$ cat src/core/tsb_map.vh
`ifndef TSB_MAP_VH
`define TSB_MAP_VH
// ----------------------------------------
// address byte layout
// ----------------------------------------
`define TSB_TYPE_SENSOR 4'h9
`define TSB_TYPE_EEPROM 4'hA
`define TSB_ADDR_TYPE_HI 7
`define TSB_ADDR_TYPE_LO 4
`define TSB_ADDR_STRAP_HI 3
`define TSB_ADDR_STRAP_LO 1
`define TSB_ADDR_RW_BIT 0
// ----------------------------------------
// sensor pointer values
// ----------------------------------------
`define TSB_PTR_TEMP 2'h0
`define TSB_PTR_CONFIG 2'h1
`define TSB_CFG_RES_HI 6
`define TSB_CFG_RES_LO 5
// ----------------------------------------
// reset values
// ----------------------------------------
`define TSB_RESULT_RST 16'h0000
`define TSB_PTR_RST 2'h0
`define TSB_RES_RST 2'h0
// ----------------------------------------
// timing
// ----------------------------------------
`define TSB_CLK_MHZ 40
`define TSB_CONV9_US 25
`define TSB_CONV9_CYCLES (`TSB_CONV9_US * `TSB_CLK_MHZ)
`define TSB_BITS_PER_BYTE 4'h8
// ----------------------------------------
// receive buffer
// ----------------------------------------
`define TSB_FIFO_WIDTH 8
`define TSB_FIFO_DEPTH 16
`define TSB_FIFO_AW 4
`endif

$ cat src/core/tsb_unused.v
`timescale 1ns/100ps
`default_nettype none
`default_nettype wire

$ cat src/core/tsb_fifo.v
`timescale 1ns/100ps
`default_nettype none
module tsb_fifo #(
    parameter WIDTH = 8,
    parameter DEPTH = 16,
    parameter AW = 4
) (
    input wire clk_sys,
    input wire rst_n,
    input wire [WIDTH-1:0] in_data,
    input wire in_valid,
    output wire in_ready,
    output reg [WIDTH-1:0] out_data_reg,
    output reg out_valid_reg,
    input wire out_ready
);
    reg [WIDTH-1:0] mem [0:DEPTH-1];
    reg [AW-1:0] wptr_reg;
    reg [AW-1:0] rptr_reg;
    reg [AW:0] count_reg;
    wire push;
    wire pop;
    // ----------------------------------------
    // handshake terms
    // ----------------------------------------
    assign in_ready = (count_reg != DEPTH[AW:0]);
    assign push = in_valid && in_ready;
    assign pop = (count_reg != {(AW+1){1'b0}}) && (!out_valid_reg || out_ready);
    // storage write
    always @(posedge clk_sys) begin
        if (push) begin
            mem[wptr_reg] <= in_data;
        end
    end
    // pointers, fill level and output stage
    always @(posedge clk_sys) begin
        if (!rst_n) begin
            wptr_reg <= {AW{1'b0}};
            rptr_reg <= {AW{1'b0}};
            count_reg <= {(AW+1){1'b0}};
            out_valid_reg <= 1'b0;
            out_data_reg <= {WIDTH{1'b0}};
        end else begin
            if (push) begin
                wptr_reg <= wptr_reg + {{(AW-1){1'b0}}, 1'b1};
            end
            if (pop) begin
                rptr_reg <= rptr_reg + {{(AW-1){1'b0}}, 1'b1};
                out_data_reg <= mem[rptr_reg];
                out_valid_reg <= 1'b1;
            end else if (out_ready) begin
                out_valid_reg <= 1'b0;
            end
            if (push && !pop) begin
                count_reg <= count_reg + {{AW{1'b0}}, 1'b1};
            end else if (pop && !push) begin
                count_reg <= count_reg - {{AW{1'b0}}, 1'b1};
            end
        end
    end
endmodule
`default_nettype wire

$ cat src/core/tsb_slave.v
`timescale 1ns/100ps
`include "tsb_map.vh"
`default_nettype none
module tsb_slave #(
    parameter CONV9_CYCLES = `TSB_CONV9_CYCLES
) (
    input wire clk_sys,
    input wire rst_n,
    input wire scl_in,
    input wire sda_in,
    output wire sda_out,
    output reg sda_oe_reg,
    input wire [2:0] addr_strap_pins,
    input wire stored_resolution_hi,
    input wire stored_resolution_lo,
    output wire resolution_select_hi,
    output wire resolution_select_lo,
    input wire [11:0] temp_adc,
    output reg conv_done_reg,
    output wire [15:0] temp_result,
    output wire bus_idle,
    output wire [7:0] ee_wr_data,
    output wire ee_wr_valid,
    input wire ee_wr_ready,
    input wire [7:0] ee_rd_data,
    output wire ee_rd_take
);
    // ----------------------------------------
    // states
    // ----------------------------------------
    localparam [5:0] ST_IDLE = 6'h01;
    localparam [5:0] ST_ADDR = 6'h02;
    localparam [5:0] ST_ACK = 6'h04;
    localparam [5:0] ST_WRX = 6'h08;
    localparam [5:0] ST_TX = 6'h10;
    localparam [5:0] ST_MACK = 6'h20;
    // ----------------------------------------
    // functions
    // ----------------------------------------
    // keep 9 to 12 top bits of the left-justified result
    function [15:0] res_mask;
        input [1:0] res;
        begin
            case (res)
                2'h0: res_mask = 16'hFF80;
                2'h1: res_mask = 16'hFFC0;
                2'h2: res_mask = 16'hFFE0;
                default: res_mask = 16'hFFF0;
            endcase
        end
    endfunction
    // conversion length doubles per extra bit
    function [17:0] conv_len;
        input [1:0] res;
        reg [17:0] base;
        begin
            base = CONV9_CYCLES[17:0];
            conv_len = base << res;
        end
    endfunction
    // ----------------------------------------
    // declarations
    // ----------------------------------------
    reg scl_s1_reg;
    reg scl_s2_reg;
    reg scl_q_reg;
    reg sda_s1_reg;
    reg sda_s2_reg;
    reg sda_q_reg;
    reg [2:0] strap_s1_reg;
    reg [2:0] strap_s2_reg;
    reg [5:0] state_reg;
    reg [3:0] bit_cnt_reg;
    reg [7:0] rx_shift_reg;
    reg [7:0] tx_shift_reg;
    reg is_read_reg;
    reg is_sensor_reg;
    reg first_wr_reg;
    reg ack_good_reg;
    reg lsb_next_reg;
    reg [1:0] ptr_reg;
    reg [1:0] res_reg;
    reg res_load_reg;
    reg [15:0] result_reg;
    reg [15:0] snap_reg;
    reg [17:0] conv_cnt_reg;
    reg fifo_push_reg;
    reg [7:0] fifo_data_reg;
    reg rd_take_reg;
    wire scl_rise;
    wire scl_fall;
    wire start_det;
    wire stop_det;
    wire addr_match;
    wire type_sensor;
    wire type_eeprom;
    wire fifo_in_ready;
    wire [7:0] next_tx;
    wire [15:0] result_now;
    // ----------------------------------------
    // input synchronisers and edges
    // ----------------------------------------
    // two stages per pin, third stage on clock and data only for edge finding
    always @(posedge clk_sys) begin
        if (!rst_n) begin
            scl_s1_reg <= 1'b1;
            scl_s2_reg <= 1'b1;
            scl_q_reg <= 1'b1;
            sda_s1_reg <= 1'b1;
            sda_s2_reg <= 1'b1;
            sda_q_reg <= 1'b1;
            strap_s1_reg <= 3'h0;
            strap_s2_reg <= 3'h0;
        end else begin
            scl_s1_reg <= scl_in;
            scl_s2_reg <= scl_s1_reg;
            scl_q_reg <= scl_s2_reg;
            sda_s1_reg <= sda_in;
            sda_s2_reg <= sda_s1_reg;
            sda_q_reg <= sda_s2_reg;
            strap_s1_reg <= addr_strap_pins;
            strap_s2_reg <= strap_s1_reg;
        end
    end
    assign scl_rise = scl_s2_reg && !scl_q_reg;
    assign scl_fall = !scl_s2_reg && scl_q_reg;
    // start is data falling with clock high
    assign start_det = scl_s2_reg && scl_q_reg && sda_q_reg && !sda_s2_reg;
    // stop is data rising with clock high
    assign stop_det = scl_s2_reg && scl_q_reg && !sda_q_reg && sda_s2_reg;
    // idle only with both lines high
    assign bus_idle = scl_s2_reg && sda_s2_reg && (state_reg == ST_IDLE);
    // ----------------------------------------
    // address decode
    // ----------------------------------------
    // fixed type nibble per target
    assign type_sensor = rx_shift_reg[`TSB_ADDR_TYPE_HI:`TSB_ADDR_TYPE_LO] == `TSB_TYPE_SENSOR;
    assign type_eeprom = rx_shift_reg[`TSB_ADDR_TYPE_HI:`TSB_ADDR_TYPE_LO] == `TSB_TYPE_EEPROM;
    assign addr_match = (type_sensor || type_eeprom)
        && (rx_shift_reg[`TSB_ADDR_STRAP_HI:`TSB_ADDR_STRAP_LO] == strap_s2_reg);
    // ----------------------------------------
    // transmit byte selection
    // ----------------------------------------
    // result always readable, snapshot keeps bytes paired
    assign next_tx = !is_sensor_reg ? ee_rd_data :
        (ptr_reg == `TSB_PTR_CONFIG) ? {1'b0, res_reg, 5'h00} :
        lsb_next_reg ? snap_reg[7:0] : result_reg[15:8];
    // ----------------------------------------
    // serial engine
    // ----------------------------------------
    always @(posedge clk_sys) begin
        if (!rst_n) begin
            state_reg <= ST_IDLE;
            bit_cnt_reg <= 4'h0;
            rx_shift_reg <= 8'h00;
            tx_shift_reg <= 8'h00;
            sda_oe_reg <= 1'b0;
            is_read_reg <= 1'b0;
            is_sensor_reg <= 1'b0;
            first_wr_reg <= 1'b0;
            ack_good_reg <= 1'b0;
            lsb_next_reg <= 1'b0;
            ptr_reg <= `TSB_PTR_RST;
            snap_reg <= `TSB_RESULT_RST;
            fifo_push_reg <= 1'b0;
            fifo_data_reg <= 8'h00;
            rd_take_reg <= 1'b0;
            res_load_reg <= 1'b1;
            res_reg <= `TSB_RES_RST;
        end else begin
            fifo_push_reg <= 1'b0;
            rd_take_reg <= 1'b0;
            if (res_load_reg) begin
                res_reg <= {stored_resolution_hi, stored_resolution_lo};
                res_load_reg <= 1'b0;
            end
            if (start_det) begin
                state_reg <= ST_ADDR;
                bit_cnt_reg <= 4'h0;
                sda_oe_reg <= 1'b0;
                lsb_next_reg <= 1'b0;
            end else if (stop_det) begin
                state_reg <= ST_IDLE;
                sda_oe_reg <= 1'b0;
            end else begin
                case (state_reg)
                    ST_IDLE: begin
                        sda_oe_reg <= 1'b0;
                    end
                    ST_ADDR, ST_WRX: begin
                        if (scl_rise && bit_cnt_reg != `TSB_BITS_PER_BYTE) begin
                            rx_shift_reg <= {rx_shift_reg[6:0], sda_s2_reg};
                            bit_cnt_reg <= bit_cnt_reg + 4'h1;
                        end else if (scl_fall && bit_cnt_reg == `TSB_BITS_PER_BYTE) begin
                            // ninth clock is the answer slot
                            bit_cnt_reg <= 4'h0;
                            state_reg <= ST_ACK;
                            if (state_reg == ST_ADDR) begin
                                is_read_reg <= rx_shift_reg[`TSB_ADDR_RW_BIT];
                                is_sensor_reg <= type_sensor;
                                first_wr_reg <= 1'b1;
                                ack_good_reg <= addr_match;
                                sda_oe_reg <= addr_match;
                            end else if (is_sensor_reg && first_wr_reg) begin
                                first_wr_reg <= 1'b0;
                                ptr_reg <= rx_shift_reg[1:0];
                                ack_good_reg <= 1'b1;
                                sda_oe_reg <= 1'b1;
                            end else if (is_sensor_reg) begin
                                if (ptr_reg == `TSB_PTR_CONFIG) begin
                                    res_reg <= rx_shift_reg[`TSB_CFG_RES_HI:`TSB_CFG_RES_LO];
                                    ack_good_reg <= 1'b1;
                                    sda_oe_reg <= 1'b1;
                                end else begin
                                    ack_good_reg <= 1'b0;
                                    sda_oe_reg <= 1'b0;
                                end
                            end else begin
                                // buffer full refuses the byte
                                ack_good_reg <= fifo_in_ready;
                                sda_oe_reg <= fifo_in_ready;
                                fifo_push_reg <= fifo_in_ready;
                                fifo_data_reg <= rx_shift_reg;
                            end
                        end
                    end
                    ST_ACK: begin
                        // hold low through ninth clock high
                        if (scl_fall) begin
                            if (!ack_good_reg) begin
                                sda_oe_reg <= 1'b0;
                                state_reg <= ST_IDLE;
                            end else if (is_read_reg) begin
                                // drive low only for zero bits
                                tx_shift_reg <= {next_tx[6:0], 1'b0};
                                sda_oe_reg <= !next_tx[7];
                                rd_take_reg <= !is_sensor_reg;
                                if (lsb_next_reg == 1'b0) begin
                                    snap_reg <= result_reg;
                                end
                                lsb_next_reg <= !lsb_next_reg;
                                state_reg <= ST_TX;
                            end else begin
                                sda_oe_reg <= 1'b0;
                                state_reg <= ST_WRX;
                            end
                        end
                    end
                    ST_TX: begin
                        // change data only after clock fall
                        if (scl_fall) begin
                            if (bit_cnt_reg == 4'h7) begin
                                bit_cnt_reg <= 4'h0;
                                sda_oe_reg <= 1'b0;
                                state_reg <= ST_MACK;
                            end else begin
                                bit_cnt_reg <= bit_cnt_reg + 4'h1;
                                sda_oe_reg <= !tx_shift_reg[7];
                                tx_shift_reg <= {tx_shift_reg[6:0], 1'b0};
                            end
                        end
                    end
                    ST_MACK: begin
                        if (scl_rise) begin
                            // master high means no more bytes
                            if (sda_s2_reg) begin
                                state_reg <= ST_IDLE;
                                sda_oe_reg <= 1'b0;
                            end else begin
                                // acknowledged, next byte loads on fall
                                state_reg <= ST_ACK;
                            end
                        end
                    end
                    default: begin
                        state_reg <= ST_IDLE;
                        sda_oe_reg <= 1'b0;
                    end
                endcase
            end
        end
    end
    // open drain, output level fixed low
    assign sda_out = 1'b0;
    // ----------------------------------------
    // conversion timer and result
    // ----------------------------------------
    // signed 12-bit value, left justified
    assign result_now = {temp_adc, 4'h0} & res_mask(res_reg);
    always @(posedge clk_sys) begin
        if (!rst_n) begin
            conv_cnt_reg <= 18'h00000;
            result_reg <= `TSB_RESULT_RST;
            conv_done_reg <= 1'b0;
        end else begin
            conv_done_reg <= 1'b0;
            if (conv_cnt_reg >= conv_len(res_reg) - 18'h00001) begin
                conv_cnt_reg <= 18'h00000;
                result_reg <= result_now;
                conv_done_reg <= 1'b1;
            end else begin
                conv_cnt_reg <= conv_cnt_reg + 18'h00001;
            end
        end
    end
    assign temp_result = result_reg;
    assign resolution_select_hi = res_reg[1];
    assign resolution_select_lo = res_reg[0];
    assign ee_rd_take = rd_take_reg;
    // ----------------------------------------
    // receive buffer toward the EEPROM side
    // ----------------------------------------
    tsb_fifo #(.WIDTH(`TSB_FIFO_WIDTH), .DEPTH(`TSB_FIFO_DEPTH), .AW(`TSB_FIFO_AW)) u_fifo (
        .clk_sys(clk_sys), .rst_n(rst_n), .in_data(fifo_data_reg), .in_valid(fifo_push_reg),
        .in_ready(fifo_in_ready), .out_data_reg(ee_wr_data), .out_valid_reg(ee_wr_valid),
        .out_ready(ee_wr_ready)
    );
endmodule
`default_nettype wire

$ cat config.mk
export PLATFORM = sky130hd
export DESIGN_NAME = tsb_slave
export DESIGN_NICKNAME = d
export VERILOG_FILES = /design/src/core/tsb_unused.v /design/src/core/tsb_fifo.v /design/src/core/tsb_slave.v
export VERILOG_INCLUDE_DIRS = /design/src /design/src/core
export SDC_FILE = /design/constraint.sdc
export NUM_CORES = 1
export LEC_CHECK = 0
export ABC_AREA = 1
export BUFFER_PORTS_ARGS = -buffer_cell sky130_fd_sc_hd__clkbuf_2
export CAP_MARGIN = 10
export CORE_MARGIN = 2
export CORE_UTILIZATION = 55
export DETAILED_ROUTE_END_ITERATION = 10
export PLACE_DENSITY = 0.85
export SYNTH_ARGS = -nofsm -noshare
export SYNTH_HDL_FRONTEND = slang
export SYNTH_HIERARCHICAL = 1
export SYNTH_SLANG_ARGS = --single-unit
$ cat constraint.sdc
create_clock -name clk_sys -period 1.93 [get_ports clk_sys]
set_input_delay 0.193 -clock clk_sys [delete_from_list [all_inputs] [get_ports clk_sys]]
set_output_delay 0.193 -clock clk_sys [all_outputs]
set_load 0.05 [all_outputs]
==> load_flow_metrics.sql, run 1 <==
INSERT INTO impl_metrics (metric_group, metric, value, unit) VALUES
('yosys', 'postSynthCellCount', '1319', ''),
('final_layout', 'commonest_cells_after_routing_fill_and_taps_aside', 'nand2_1 (346), inv_1 (146), nand3_1 (131)', ''),
('yosys', 'yosys_warnings', '6', ''),
('sta', 'finalClockSkew', '11.3', 'ps'),
('setup_path', 'startpoint_type', 'flop', ''),
('setup_path', 'crit_buf_inv', '4', ''),
('setup_path', 'cp_endpoint_kind', 'flop', ''),
('placed_design', 'dpl.cell_count', '1634', ''),
('floorplan', 'initial_utilization', '55.9', '%'),
('min_path', 'min_delay_path_depth', '4', ''),
('grt', 'grt_start_max_net_pins', '60', ''),
('clock_network', 'clk_path_buf_depth', '3', ''),
('final_layout', 'final.fill_count', '1545', ''),
('yosys', 'ys_seq_elements', '243', ''),
('clock_network', 'clock-sinks', '243', ''),
('final_layout', 'fraction_of_layout_instances_using_a_drive_strength_above_1', '16.3', '%'),
('final_layout', 'area_delta_synth_final', '17.6', '%'),
('clock_network', 'cts_tree', 'built', ''),
('sta', 'timing.hold.ws', '10.0', 'ps'),
('final_layout', 'layout_commonest_cell', 'nand2_1', ''),
('route', 'drtPass1Iterations', '7', ''),
('final_layout', 'antennaDiodeCount', '0', ''),
('route', 'dr.first_iter.drc_count', '918', ''),
('yosys', 'synth.distinct_cells', '38', ''),
('power_and_ir_drop', 'p_per_area', '1110', 'nW/µm²'),
('grt', 'grt_usage', '24.1', '%'),
('sta', 'max_slew_violation_total_from_the_final_report', '0', ''),
('setup_path', 'timing.critical_path.depth', '11', ''),
('setup_path', 'timing.critical_path.cells', 'inv_6 -> buf_4 -> ha_1 -> nand2_1 -> inv_1 -> o21bai_1 -> a21oi_1 -> nor2_4 -> buf_4 -> nand4_1 -> nand2_1', ''),
('setup_path', 'worstPathArrival', '2580', 'ps'),
('yosys', 'synth_async_sr_flop_share', '0', '%'),
('yosys', 'ys_seq_area_share', '54.3', '%'),
('sta', 'fin_ws', '-188', 'ps'),
('route', 'route.detailed.drc', '0', ''),
('final_layout', 'finalNonFillerCells', '1703', ''),
('floorplan', 'fp.dieH', '147', 'µm'),
('sta', 'number_of_endpoints_failing_setup_at_the_final_stage', '31', ''),
('sta', 'max_slew.worst_pin.slew', '763', 'ps'),
('grt', 'grt-ovfl-total', '0', ''),
('final_layout', 'nNetsFinal', '1477', ''),
('yosys', 'library_cell_with_the_largest_summed_area_after_synthesis', 'edfxtp_1', ''),
('run_status', 'violations_in_the_final_reports', 'negative setup slack', ''),
('placed_design', 'gpl.final_weighted_congestion', '0.906', ''),
('job', 'maxCapViolations', '0', ''),
('setup_path', 'max_stage_delay', '410', 'ps'),
('route', 'drt-vias-per-instance', '5.43', ''),
('sta', 'slew_headroom', '49.1', '%'),
('clock_network', 'cts_inserted_buffers', '25', ''),
('final_layout', 'final_core_util', '65.8', '%'),
('setup_path', 'ff2ff_path_depth', '11', ''),
('clock_network', 'clock_latency', '520', 'ps'),
('floorplan', 'fp.coreArea', '20200', 'µm²'),
('yosys', 'synth_area_per_cell', '8.58', 'µm²'),
('yosys', 'synth.top_cells.by_area', 'edfxtp_1 (34%), dfxtp_1 (20%), nand2_1 (12%)', ''),
('placed_design', 'port_buffers', '56', ''),
('sta', 'clock.fmax', '472', 'MHz'),
('clock_network', 'root_buffer', 'clkbuf_16', ''),
('sta', 'layout_min_cycle_time', '2120', 'ps'),
('yosys', 'synthDominantCellAreaShare', '34.0', '%'),
('route', 'vias', '9242', ''),
('setup_path', 'crit_fanout', '12', ''),
('run_status', 'run_status', 'finished, violations left', ''),
('power_and_ir_drop', 'largest_voltage_drop_on_the_vdd_net', '0.632', 'mV'),
('floorplan', 'boundaryPins', '62', ''),
('yosys', 'synth.cell_area', '11300', 'µm²'),
('power_and_ir_drop', 'leakagePower', '0.00585', 'µW'),
('clock_network', 'htree_num_levels', '1', ''),
('final_layout', 'largest_register_ff_count', '128', ''),
('floorplan', 'fp.dieArea', '21700', 'µm²'),
('route', 'routed_wire_length_per_instance', '16.0', 'µm'),
('sta', 'unrepaired_setup_endpoints_after_global_routing', 'yes', '');
worst paths after layout:
check              startpoint                   end  slack, ps
hold / removal    ee_wr_ready  u_fifo/out_valid_reg         10
setup reg to reg   res_reg[1]        temp_result[4]       -190
hold reg to reg    sda_s1_reg            sda_s2_reg        420
setup / recovery   res_reg[1]        temp_result[4]       -190
synth_stat cells (2+ instances only):
cell type	number
nor3_1	11
nor2_2	5
conb_1	2
o21ai_1	14
dfxtp_1	115
o22ai_1	2
or2_2	5
nand3_2	3
inv_2	11
buf_1	3
edfxtp_1	128
xnor2_1	6
o21bai_1	4
nand4_1	20
a21oi_1	54
xor2_1	18
nor2_1	133
clkinv_1	2
buf_6	6
nor3_2	5
buf_4	15
ha_1	31
nor2_4	12
nand2_1	351
buf_2	13
inv_1	151
a31oi_1	2
o21ai_0	35
nand2_2	7
nand3_1	134
clkbuf_1	14
cells by family after synthesis:
kind of cell,share of synthesized area (%)
compound gates,5.25
xor+xnor,1.86
fa+ha+maj,3.60
buf+inv,8.17
flops,54.3
other cells,0.0664
simple gates,26.7
power breakdown:
part	switching (µW)	internal [µW]	total [µW]
logic	2850	1330	4180
registers	165	5610	5780
clock network	1950	2880	4830
tightest hold or removal path, cell delays in order:
cell and delay, ps:
clkbuf_2 70, inv_1 30, nand2_1 100, a21oi_1 80
cell type report:
class                      count  area, µm²  share of cell area, %
sequential                   243       6160                   46.3
clock buffer                  30        676                   5.08
timing repair buffer         112        798                   6.00
tap                          270        338                   2.54
clock inverter                15        146                   1.10
inverter                     164        631                   4.74
multi-input combinational    869       4560                   34.2
layer usage:
layer  share of wire, %  global-route usage [%]  routed length [µm]
met5                  0                       0                   0
met3                6.8                    3.89                1850
met4                3.6                    8.61                 967
met1                 40                    30.0               10800
met2                 50                    42.8               13600
through the flow:
step / TNS [ps] / power, µW / instance area, µm²
2_1_floorplan: -1270 / 8810 / 11500
3_3_place_gp: -798 / 9560 / 12100
3_5_place_dp: -2630 / 9670 / 12100
4_1_cts: -1090 / 14600 / 13100
5_1_grt: -6780 / 15500 / 13300
6_report: -3620 / 14800 / 13300
what timing repair did:
item | 4_1_cts | 5_1_grt
endpoints found under the setup margin | 33 | 115
endpoints found under the hold margin | 16 | 0
pin swaps | 6 | 13
hold buffers | 16 | 0
gates cloned | 1 | 1
setup buffers | 2 | 4
resized for setup | 11 | 29
No activity file was read; power rests on OpenSTA's default activity.
==> inputs of run 2 (changes only) <==
--- a/constraint.sdc
+++ b/constraint.sdc
@@ -3,2 +3,2 @@
 set_output_delay 0.193 -clock clk_sys [all_outputs]
-set_load 0.05 [all_outputs]
+set_load 0.005 [all_outputs]
==> run 2 against run 1 <==
  * The flow still finishes with violations (negative setup slack)
  * Wire length fell by 0.66%
  * Sequential share of layout area rose by 0.30 points
  * First-iteration DRC count rose by 4.5%
  * Clock skew fell by 4.0 ps
  * Die area did not move
  * Critical path depth did not move
==> load_flow_metrics.sql, run 2 (synthesis gave the netlist of run 1 again) <==
INSERT INTO impl_metrics (metric_group, metric, value, unit) VALUES
('job', 'maxCapViolations', '0', ''),
('min_path', 'beginning_of_the_worst_hold_path', 'stored_resolution_hi', ''),
('clock_network', 'clock-sinks', '243', ''),
('grt', 'grt_usage', '24.6', '%'),
('placed_design', 'dpl.cell_count', '1641', ''),
('floorplan', 'fp.dieH', '147', 'µm'),
('clock_network', 'cts_tree', 'built', ''),
('sta', 'layout_min_cycle_time', '2100', 'ps'),
('floorplan', 'fp.coreArea', '20200', 'µm²'),
('setup_path', 'setup.worst_path.class', 'flop to flop', ''),
('power_and_ir_drop', 'switching_part_of_the_total_power', '31.4', '%'),
('route', 'dr.first_iter.drc_count', '959', ''),
('route', 'postRouteAntennaNets', '0', ''),
('final_layout', 'layout.area.seq', '6160', 'µm²'),
('final_layout', 'largest_register_ff_count', '128', ''),
('setup_path', 'crit_slowest_cell', 'dfxtp_4', ''),
('final_layout', 'finalNonFillerCells', '1708', ''),
('final_layout', 'final.fill_count', '1535', ''),
('sta', 'slew_headroom', '48.5', '%'),
('setup_path', 'cp_endpoint_kind', 'flop', ''),
('clock_network', 'cts_inserted_buffers', '24', ''),
('power_and_ir_drop', 'p_per_area', '1070', 'nW/µm²'),
('route', 'vias', '9290', ''),
('sta', 'finalClockSkew', '7.25', 'ps'),
('route', 'route.detailed.drc', '0', ''),
('final_layout', 'area_delta_synth_final', '16.8', '%'),
('final_layout', 'commonest_cells_after_routing_fill_and_taps_aside', 'nand2_1 (346), inv_1 (145), nand3_1 (134)', ''),
('setup_path', 'max_stage_delay', '410', 'ps'),
('placed_design', 'gpl.final_weighted_congestion', '0.927', ''),
('setup_path', 'worstPathRequired', '2330', 'ps'),
('clock_network', 'clk_path_buf_depth', '3', ''),
('power_and_ir_drop', 'power_frac_seq', '40.7', '%'),
('sta', 'hold_violations_final', '0', ''),
('power_and_ir_drop', 'finalPower', '14200', 'µW'),
('placed_design', 'port_buffers', '56', ''),
('clock_network', 'htree_num_levels', '1', ''),
('power_and_ir_drop', 'pwr-share-clk', '33.2', '%'),
('route', 'drtPass1Iterations', '6', ''),
('grt', 'grt_start_max_net_pins', '49', ''),
('sta', 'max_slew_violation_total_from_the_final_report', '0', ''),
('grt', 'antenna_violations_before_repair', '0', ''),
('sta', 'number_of_endpoints_failing_setup_at_the_final_stage', '30', ''),
('clock_network', 'root_buffer', 'clkbuf_16', ''),
('final_layout', 'nNetsFinal', '1482', ''),
('run_status', 'violations_in_the_final_reports', 'negative setup slack', ''),
('sta', 'unrepaired_setup_endpoints_after_global_routing', 'yes', ''),
('final_layout', 'final_core_util', '65.3', '%'),
('grt', 'grt_pass1_vias', '9068', ''),
('sta', 'fin_ws', '-169', 'ps'),
('clock_network', 'clock_latency', '520', 'ps'),
('power_and_ir_drop', 'power_switching', '4460', 'µW'),
('sta', 'timing.final.crit_share', '109', '%'),
('setup_path', 'worst_flop_to_flop_path_startpoint', 'res_reg[1]', ''),
('placed_design', 'dp_hpwl', '16.7', 'mm'),
('power_and_ir_drop', 'leakagePower', '0.00588', 'µW'),
('setup_path', 'worstPathArrival', '2500', 'ps'),
('power_and_ir_drop', 'largest_voltage_drop_on_the_vdd_net', '0.839', 'mV'),
('floorplan', 'chipWidth', '147', 'µm'),
('final_layout', 'multi_input_area', '4440', 'µm²'),
('route', 'routed_wire_length_per_instance', '15.8', 'µm'),
('run_status', 'run_status', 'finished, violations left', ''),
('floorplan', 'initial_utilization', '55.9', '%'),
('min_path', 'timing.hold.worst.class', 'input port to flop', ''),
('setup_path', 'r2r_slack', '-170', 'ps'),
('setup_path', 'timing.critical_path.cells', 'inv_4 -> ha_1 -> ha_4 -> nand3_1 -> o211ai_1 -> nand2_1 -> nand2_2 -> nand2_4 -> nand3_4 -> buf_12 -> nor2_1', ''),
('min_path', 'min_delay_path_depth', '5', ''),
('setup_path', 'ff2ff_path_depth', '11', ''),
('min_path', 'whs_endpoint', 'res_reg[1]', ''),
('setup_path', 'startpoint_type', 'flop', ''),
('setup_path', 'worst_r2r_endpoint', 'conv_cnt_reg[12]', ''),
('final_layout', 'layout_commonest_cell', 'nand2_1', ''),
('grt', 'global_route_wire_length_before_repair', '43.8', 'mm'),
('route', 'postRouteWirelength', '27.0', 'mm'),
('clock_network', 'clkTransAtPathRegs', '60', 'ps'),
('floorplan', 'boundaryPins', '62', ''),
('grt', 'grt-ovfl-total', '0', ''),
('sta', 'clock.fmax', '476', 'MHz'),
('floorplan', 'fp.dieArea', '21700', 'µm²'),
('route', 'drt-vias-per-instance', '5.44', ''),
('setup_path', 'crit_fanout', '9', ''),
('final_layout', 'antennaDiodeCount', '0', ''),
('power_and_ir_drop', 'part_of_the_power_in_combinational_logic', '26.1', '%'),
('power_and_ir_drop', 'p_int', '9740', 'µW'),
('floorplan', 'core.rowCount', '52', ''),
('final_layout', 'fraction_of_layout_instances_using_a_drive_strength_above_1', '15.9', '%'),
('sta', 'max_slew.worst_pin.slew', '772', 'ps');
## run 2: changes by cell type in the layout (fill, tap and decap cells not counted), moves of 3 or more
cell      delta
buf_4        +4
inv_4        +3
inv_6        -3
nor2_2       -3
clkbuf_1     +4
clkinv_1     -4
nand3_1      +3
nor2_1       +5
## run 2: worst max-delay path by stage
stage | start | to | slack [ps] | cells after the start
final | res_reg[1] | conv_cnt_reg[12] | -170 | 11
after global routing | res_reg[1] | conv_cnt_reg[14] | -260 | 13
after CTS | res_reg[1] | temp_result[13] | -100 | 11
after detailed placement | res_reg[0] | temp_result[13] | -240 | 13
after global placement | res_reg[0] | temp_result[8] | -170 | 13
after floorplan | res_reg[0] | temp_result[10] | 3 | 14
## run 2: per-layer routing
layer  up-vias  wire (µm)  track usage (%)
li1       4455          -                -
met1      4330      10800             31.2
met2       441      13500             43.6
met3        64       1960             3.49
met4         0        799             8.17
met5         -          0                0
## run 2: timing repair
item,in CTS,in global routing
setup buffers,1,3
gates cloned,1,1
hold buffers,17,0
setup endpoints to repair,33,92
hold endpoints to repair,17,0
gates resized for setup,30,20
pin swaps,1,10
## run 2: area by class of cell
class	count	area share, %
Inverter	164	4.71
Clock inverter	11	0.956
Sequential cell	243	46.6
Clock buffer	33	5.04
Tap cell	270	2.56
Multi-Input combinational cell	868	33.6
Timing Repair Buffer	119	6.51
## run 2: worst max-delay path: cells and delay by family (launching register included)
| family | cells | cell delay [ps] |
|---|---|---|
| compound gates | 1 | 230 |
| flops | 1 | 410 |
| buf+inv | 2 | 200 |
| fa+ha+maj | 2 | 630 |
| simple gates | 6 | 520 |
## run 2: power groups by stage
| stage | logic, µW | registers (µW) | clock network [µW] |
|---|---|---|---|
| after global placement | 3320 | 5860 | 0 |
| final | 3710 | 5780 | 4720 |
| after floorplan | 2570 | 5860 | 0 |
| after detailed placement | 3400 | 5870 | 0 |
| after global routing | 4150 | 5800 | 4970 |
| after CTS | 3550 | 5770 | 4760 |
## run 2: metrics by stage
step                      TNS [ps]  setup slack, ps  area (µm²)  hold slack (ps)
after floorplan                  0             3.25       11400              291
after global placement       -2180             -173       12000              379
after detailed placement     -3760             -244       12000              385
after CTS                    -2380            -97.6       13100             5.41
after global routing         -6930             -256       13200             91.4
final                        -4590             -169       13200             64.4
==> inputs of run 3 (changes only) <==
- BUFFER_PORTS_ARGS: -buffer_cell sky130_fd_sc_hd__clkbuf_2 -> default
- CORE_UTILIZATION: 55 -> 58
- DONT_BUFFER_PORTS: default -> 1
==> run 3 against run 2 <==
  * Die area decreased by 5.0%
  * Non-clock buffer count decreased by 43
  * The flow finishes with violations (negative hold slack, negative setup slack)
  * Sequential share of layout area about the same
  * Critical path depth unchanged
  * Sequential power about the same
  * Count of clock-buffer cells in the layout increased by 1
  * Cell count decreased by 2.8%
  * Total power increased by 0.77%
  * Clock skew increased by 3.5 ps
==> load_flow_metrics.sql, run 3 (synthesis gave the netlist of run 1 again) <==
INSERT INTO impl_metrics (metric_group, metric, value, unit) VALUES
('clock_network', 'clock-sinks', '243', ''),
('final_layout', 'antennaDiodeCount', '0', ''),
('final_layout', 'largest_register_ff_count', '128', ''),
('min_path', 'timing.hold.worst.class', 'input port to flop', ''),
('final_layout', 'cell_area_after_layout', '13200', 'µm²'),
('final_layout', 'layout_commonest_cell', 'nand2_1', ''),
('setup_path', 'setup.worst_path.class', 'flop to flop', ''),
('clock_network', 'htree_num_levels', '1', ''),
('route', 'drt-vias-per-instance', '5.59', ''),
('power_and_ir_drop', 'largest_voltage_drop_on_the_vdd_net', '0.660', 'mV'),
('job', 'maxCapViolations', '0', ''),
('setup_path', 'worstPathRequired', '2390', 'ps'),
('sta', 'number_of_endpoints_failing_setup_at_the_final_stage', '30', ''),
('floorplan', 'fp.coreArea', '19300', 'µm²'),
('setup_path', 'startpoint_type', 'flop', ''),
('sta', 'fin_ws', '-227', 'ps'),
('setup_path', 'crit_fanout', '12', ''),
('sta', 'hold_violations_final', '48', ''),
('sta', 'finalClockSkew', '10.7', 'ps'),
('final_layout', 'final.fill_count', '1333', ''),
('route', 'postRouteAntennaNets', '0', ''),
('clock_network', 'clock_latency', '520', 'ps'),
('sta', 'unrepaired_setup_endpoints_after_global_routing', 'yes', ''),
('sta', 'max_slew_violation_total_from_the_final_report', '0', ''),
('route', 'vias', '9277', ''),
('setup_path', 'worstPathArrival', '2610', 'ps'),
('sta', 'layout_min_cycle_time', '2160', 'ps'),
('clock_network', 'cts_tree', 'built', ''),
('placed_design', 'port_buffers', '0', ''),
('sta', 'timing.hold.ws', '-198', 'ps'),
('clock_network', 'hold_buffers', '30', ''),
('setup_path', 'cp_endpoint_kind', 'flop', ''),
('final_layout', 'commonest_cells_after_routing_fill_and_taps_aside', 'nand2_1 (345), inv_1 (147), nand3_1 (133)', ''),
('floorplan', 'fp.dieH', '144', 'µm'),
('sta', 'slew_headroom', '48.7', '%'),
('route', 'drtPass1Iterations', '6', ''),
('route', 'postRouteWirelength', '27.4', 'mm'),
('clock_network', 'clkTransAtPathRegs', '60', 'ps'),
('sta', 'clock.fmax', '464', 'MHz'),
('run_status', 'run_status', 'finished, violations left', ''),
('floorplan', 'initial_utilization', '58.5', '%'),
('clock_network', 'clk_path_buf_depth', '3', ''),
('grt', 'grt_pass1_vias', '8703', ''),
('final_layout', 'finalNonFillerCells', '1661', ''),
('route', 'dr.first_iter.drc_count', '859', ''),
('power_and_ir_drop', 'leakagePower', '0.00571', 'µW'),
('grt', 'grt-ovfl-total', '0', ''),
('power_and_ir_drop', 'p_per_area', '1080', 'nW/µm²'),
('final_layout', 'fraction_of_layout_instances_using_a_drive_strength_above_1', '12.9', '%'),
('floorplan', 'chipWidth', '144', 'µm'),
('floorplan', 'boundaryPins', '62', ''),
('grt', 'global_route_wire_length_before_repair', '41.7', 'mm'),
('placed_design', 'gpl.final_weighted_congestion', '0.907', ''),
('grt', 'antenna_violations_before_repair', '0', ''),
('route', 'routed_wire_length_per_instance', '16.5', 'µm'),
('placed_design', 'dpl.cell_count', '1582', ''),
('grt', 'grt_usage', '25.2', '%'),
('sta', 'max_slew.worst_pin.slew', '768', 'ps'),
('floorplan', 'fp.dieArea', '20600', 'µm²'),
('route', 'route.detailed.drc', '0', ''),
('placed_design', 'place_area', '11700', 'µm²'),
('clock_network', 'root_buffer', 'clkbuf_16', ''),
('placed_design', 'dp_hpwl', '16.0', 'mm'),
('placed_design', 'pre_cts_slack', '-239', 'ps'),
('clock_network', 'cts_inserted_buffers', '25', ''),
('final_layout', 'nNetsFinal', '1440', ''),
('floorplan', 'core.rowCount', '51', ''),
('run_status', 'violations_in_the_final_reports', 'negative hold slack, negative setup slack', ''),
('sta', 'timing.final.crit_share', '112', '%'),
('grt', 'grt_start_max_net_pins', '76', ''),
('final_layout', 'area_delta_synth_final', '16.8', '%');
## run 3: cell count changes in the layout (fill, tap and decap cells not counted), sizes merged
cell | previous run | this run
clkbuf | 89 | 36
dlygate4sd3 | 17 | 30
clkinv | 10 | 7
buf | 46 | 44
clkinvlp | 0 | 2
inv | 162 | 163
## run 3: per-stage QoR
step	total power, µW	TNS [ps]	util (%)
6_report	14300	-5300	68.4
3_3_place_gp	9030	-1730	60.7
3_5_place_dp	9150	-3480	60.7
4_1_cts	14100	-1880	66.8
2_1_floorplan	8430	0	-
5_1_grt	14900	-7610	68.4
## run 3: path summary, 6_finish.rpt
kind | from | end | slack (ps) | cells past startpoint
max | res_reg[1] | temp_result[12] | -230 | 11
min | rst_n | tx_shift_reg[7] | -200 | 2
max reg2reg | res_reg[1] | temp_result[12] | -230 | 11
min reg2reg | sda_s1_reg | sda_s2_reg | 420 | 1
## run 3: per-layer routing
metal	up-vias	wire length, µm	track usage, %
met5	-	0	0
met4	0	1010	10.0
met3	101	2160	4.23
met2	470	13800	44.4
met1	4331	10500	30.9
li1	4375	-	-
## run 3: critical path, stage by stage (launching register included)
cell      delay (ps)
dfxtp_4          430
ha_4             180
inv_1             70
buf_4            140
ha_4             200
nand2_1           80
o21bai_1         110
a21oi_1           90
nor2_2           270
buf_4            260
nand4_1          140
nand2_1          110
## run 3: cell type report
type / instances / area [µm²] / share of cell area (%)
Timing Repair Buffer: 76 / 733 / 5.55
Sequential cell: 243 / 6160 / 46.6
Clock buffer: 34 / 689 / 5.22
Inverter: 164 / 628 / 4.75
Multi-Input combinational cell: 868 / 4540 / 34.3
Tap cell: 265 / 332 / 2.51
Clock inverter: 11 / 136 / 1.03
## run 3: report_power, final
part | leakage, µW | internal (µW) | total [µW] | switching [µW]
sequential | 0.00195 | 5620 | 5810 | 190
combinational | 0.00335 | 1260 | 3630 | 2380
clock | 0.000399 | 2900 | 4870 | 1970
total | 0.00571 | 9770 | 14300 | 4540
## run 3: timing repair
item                       CTS  global route
cloned                       0             2
setup endpoints to repair   32            49
hold endpoints to repair    82            49
resized for setup           12            49
pin swaps                    1            18
setup buffers                0             2
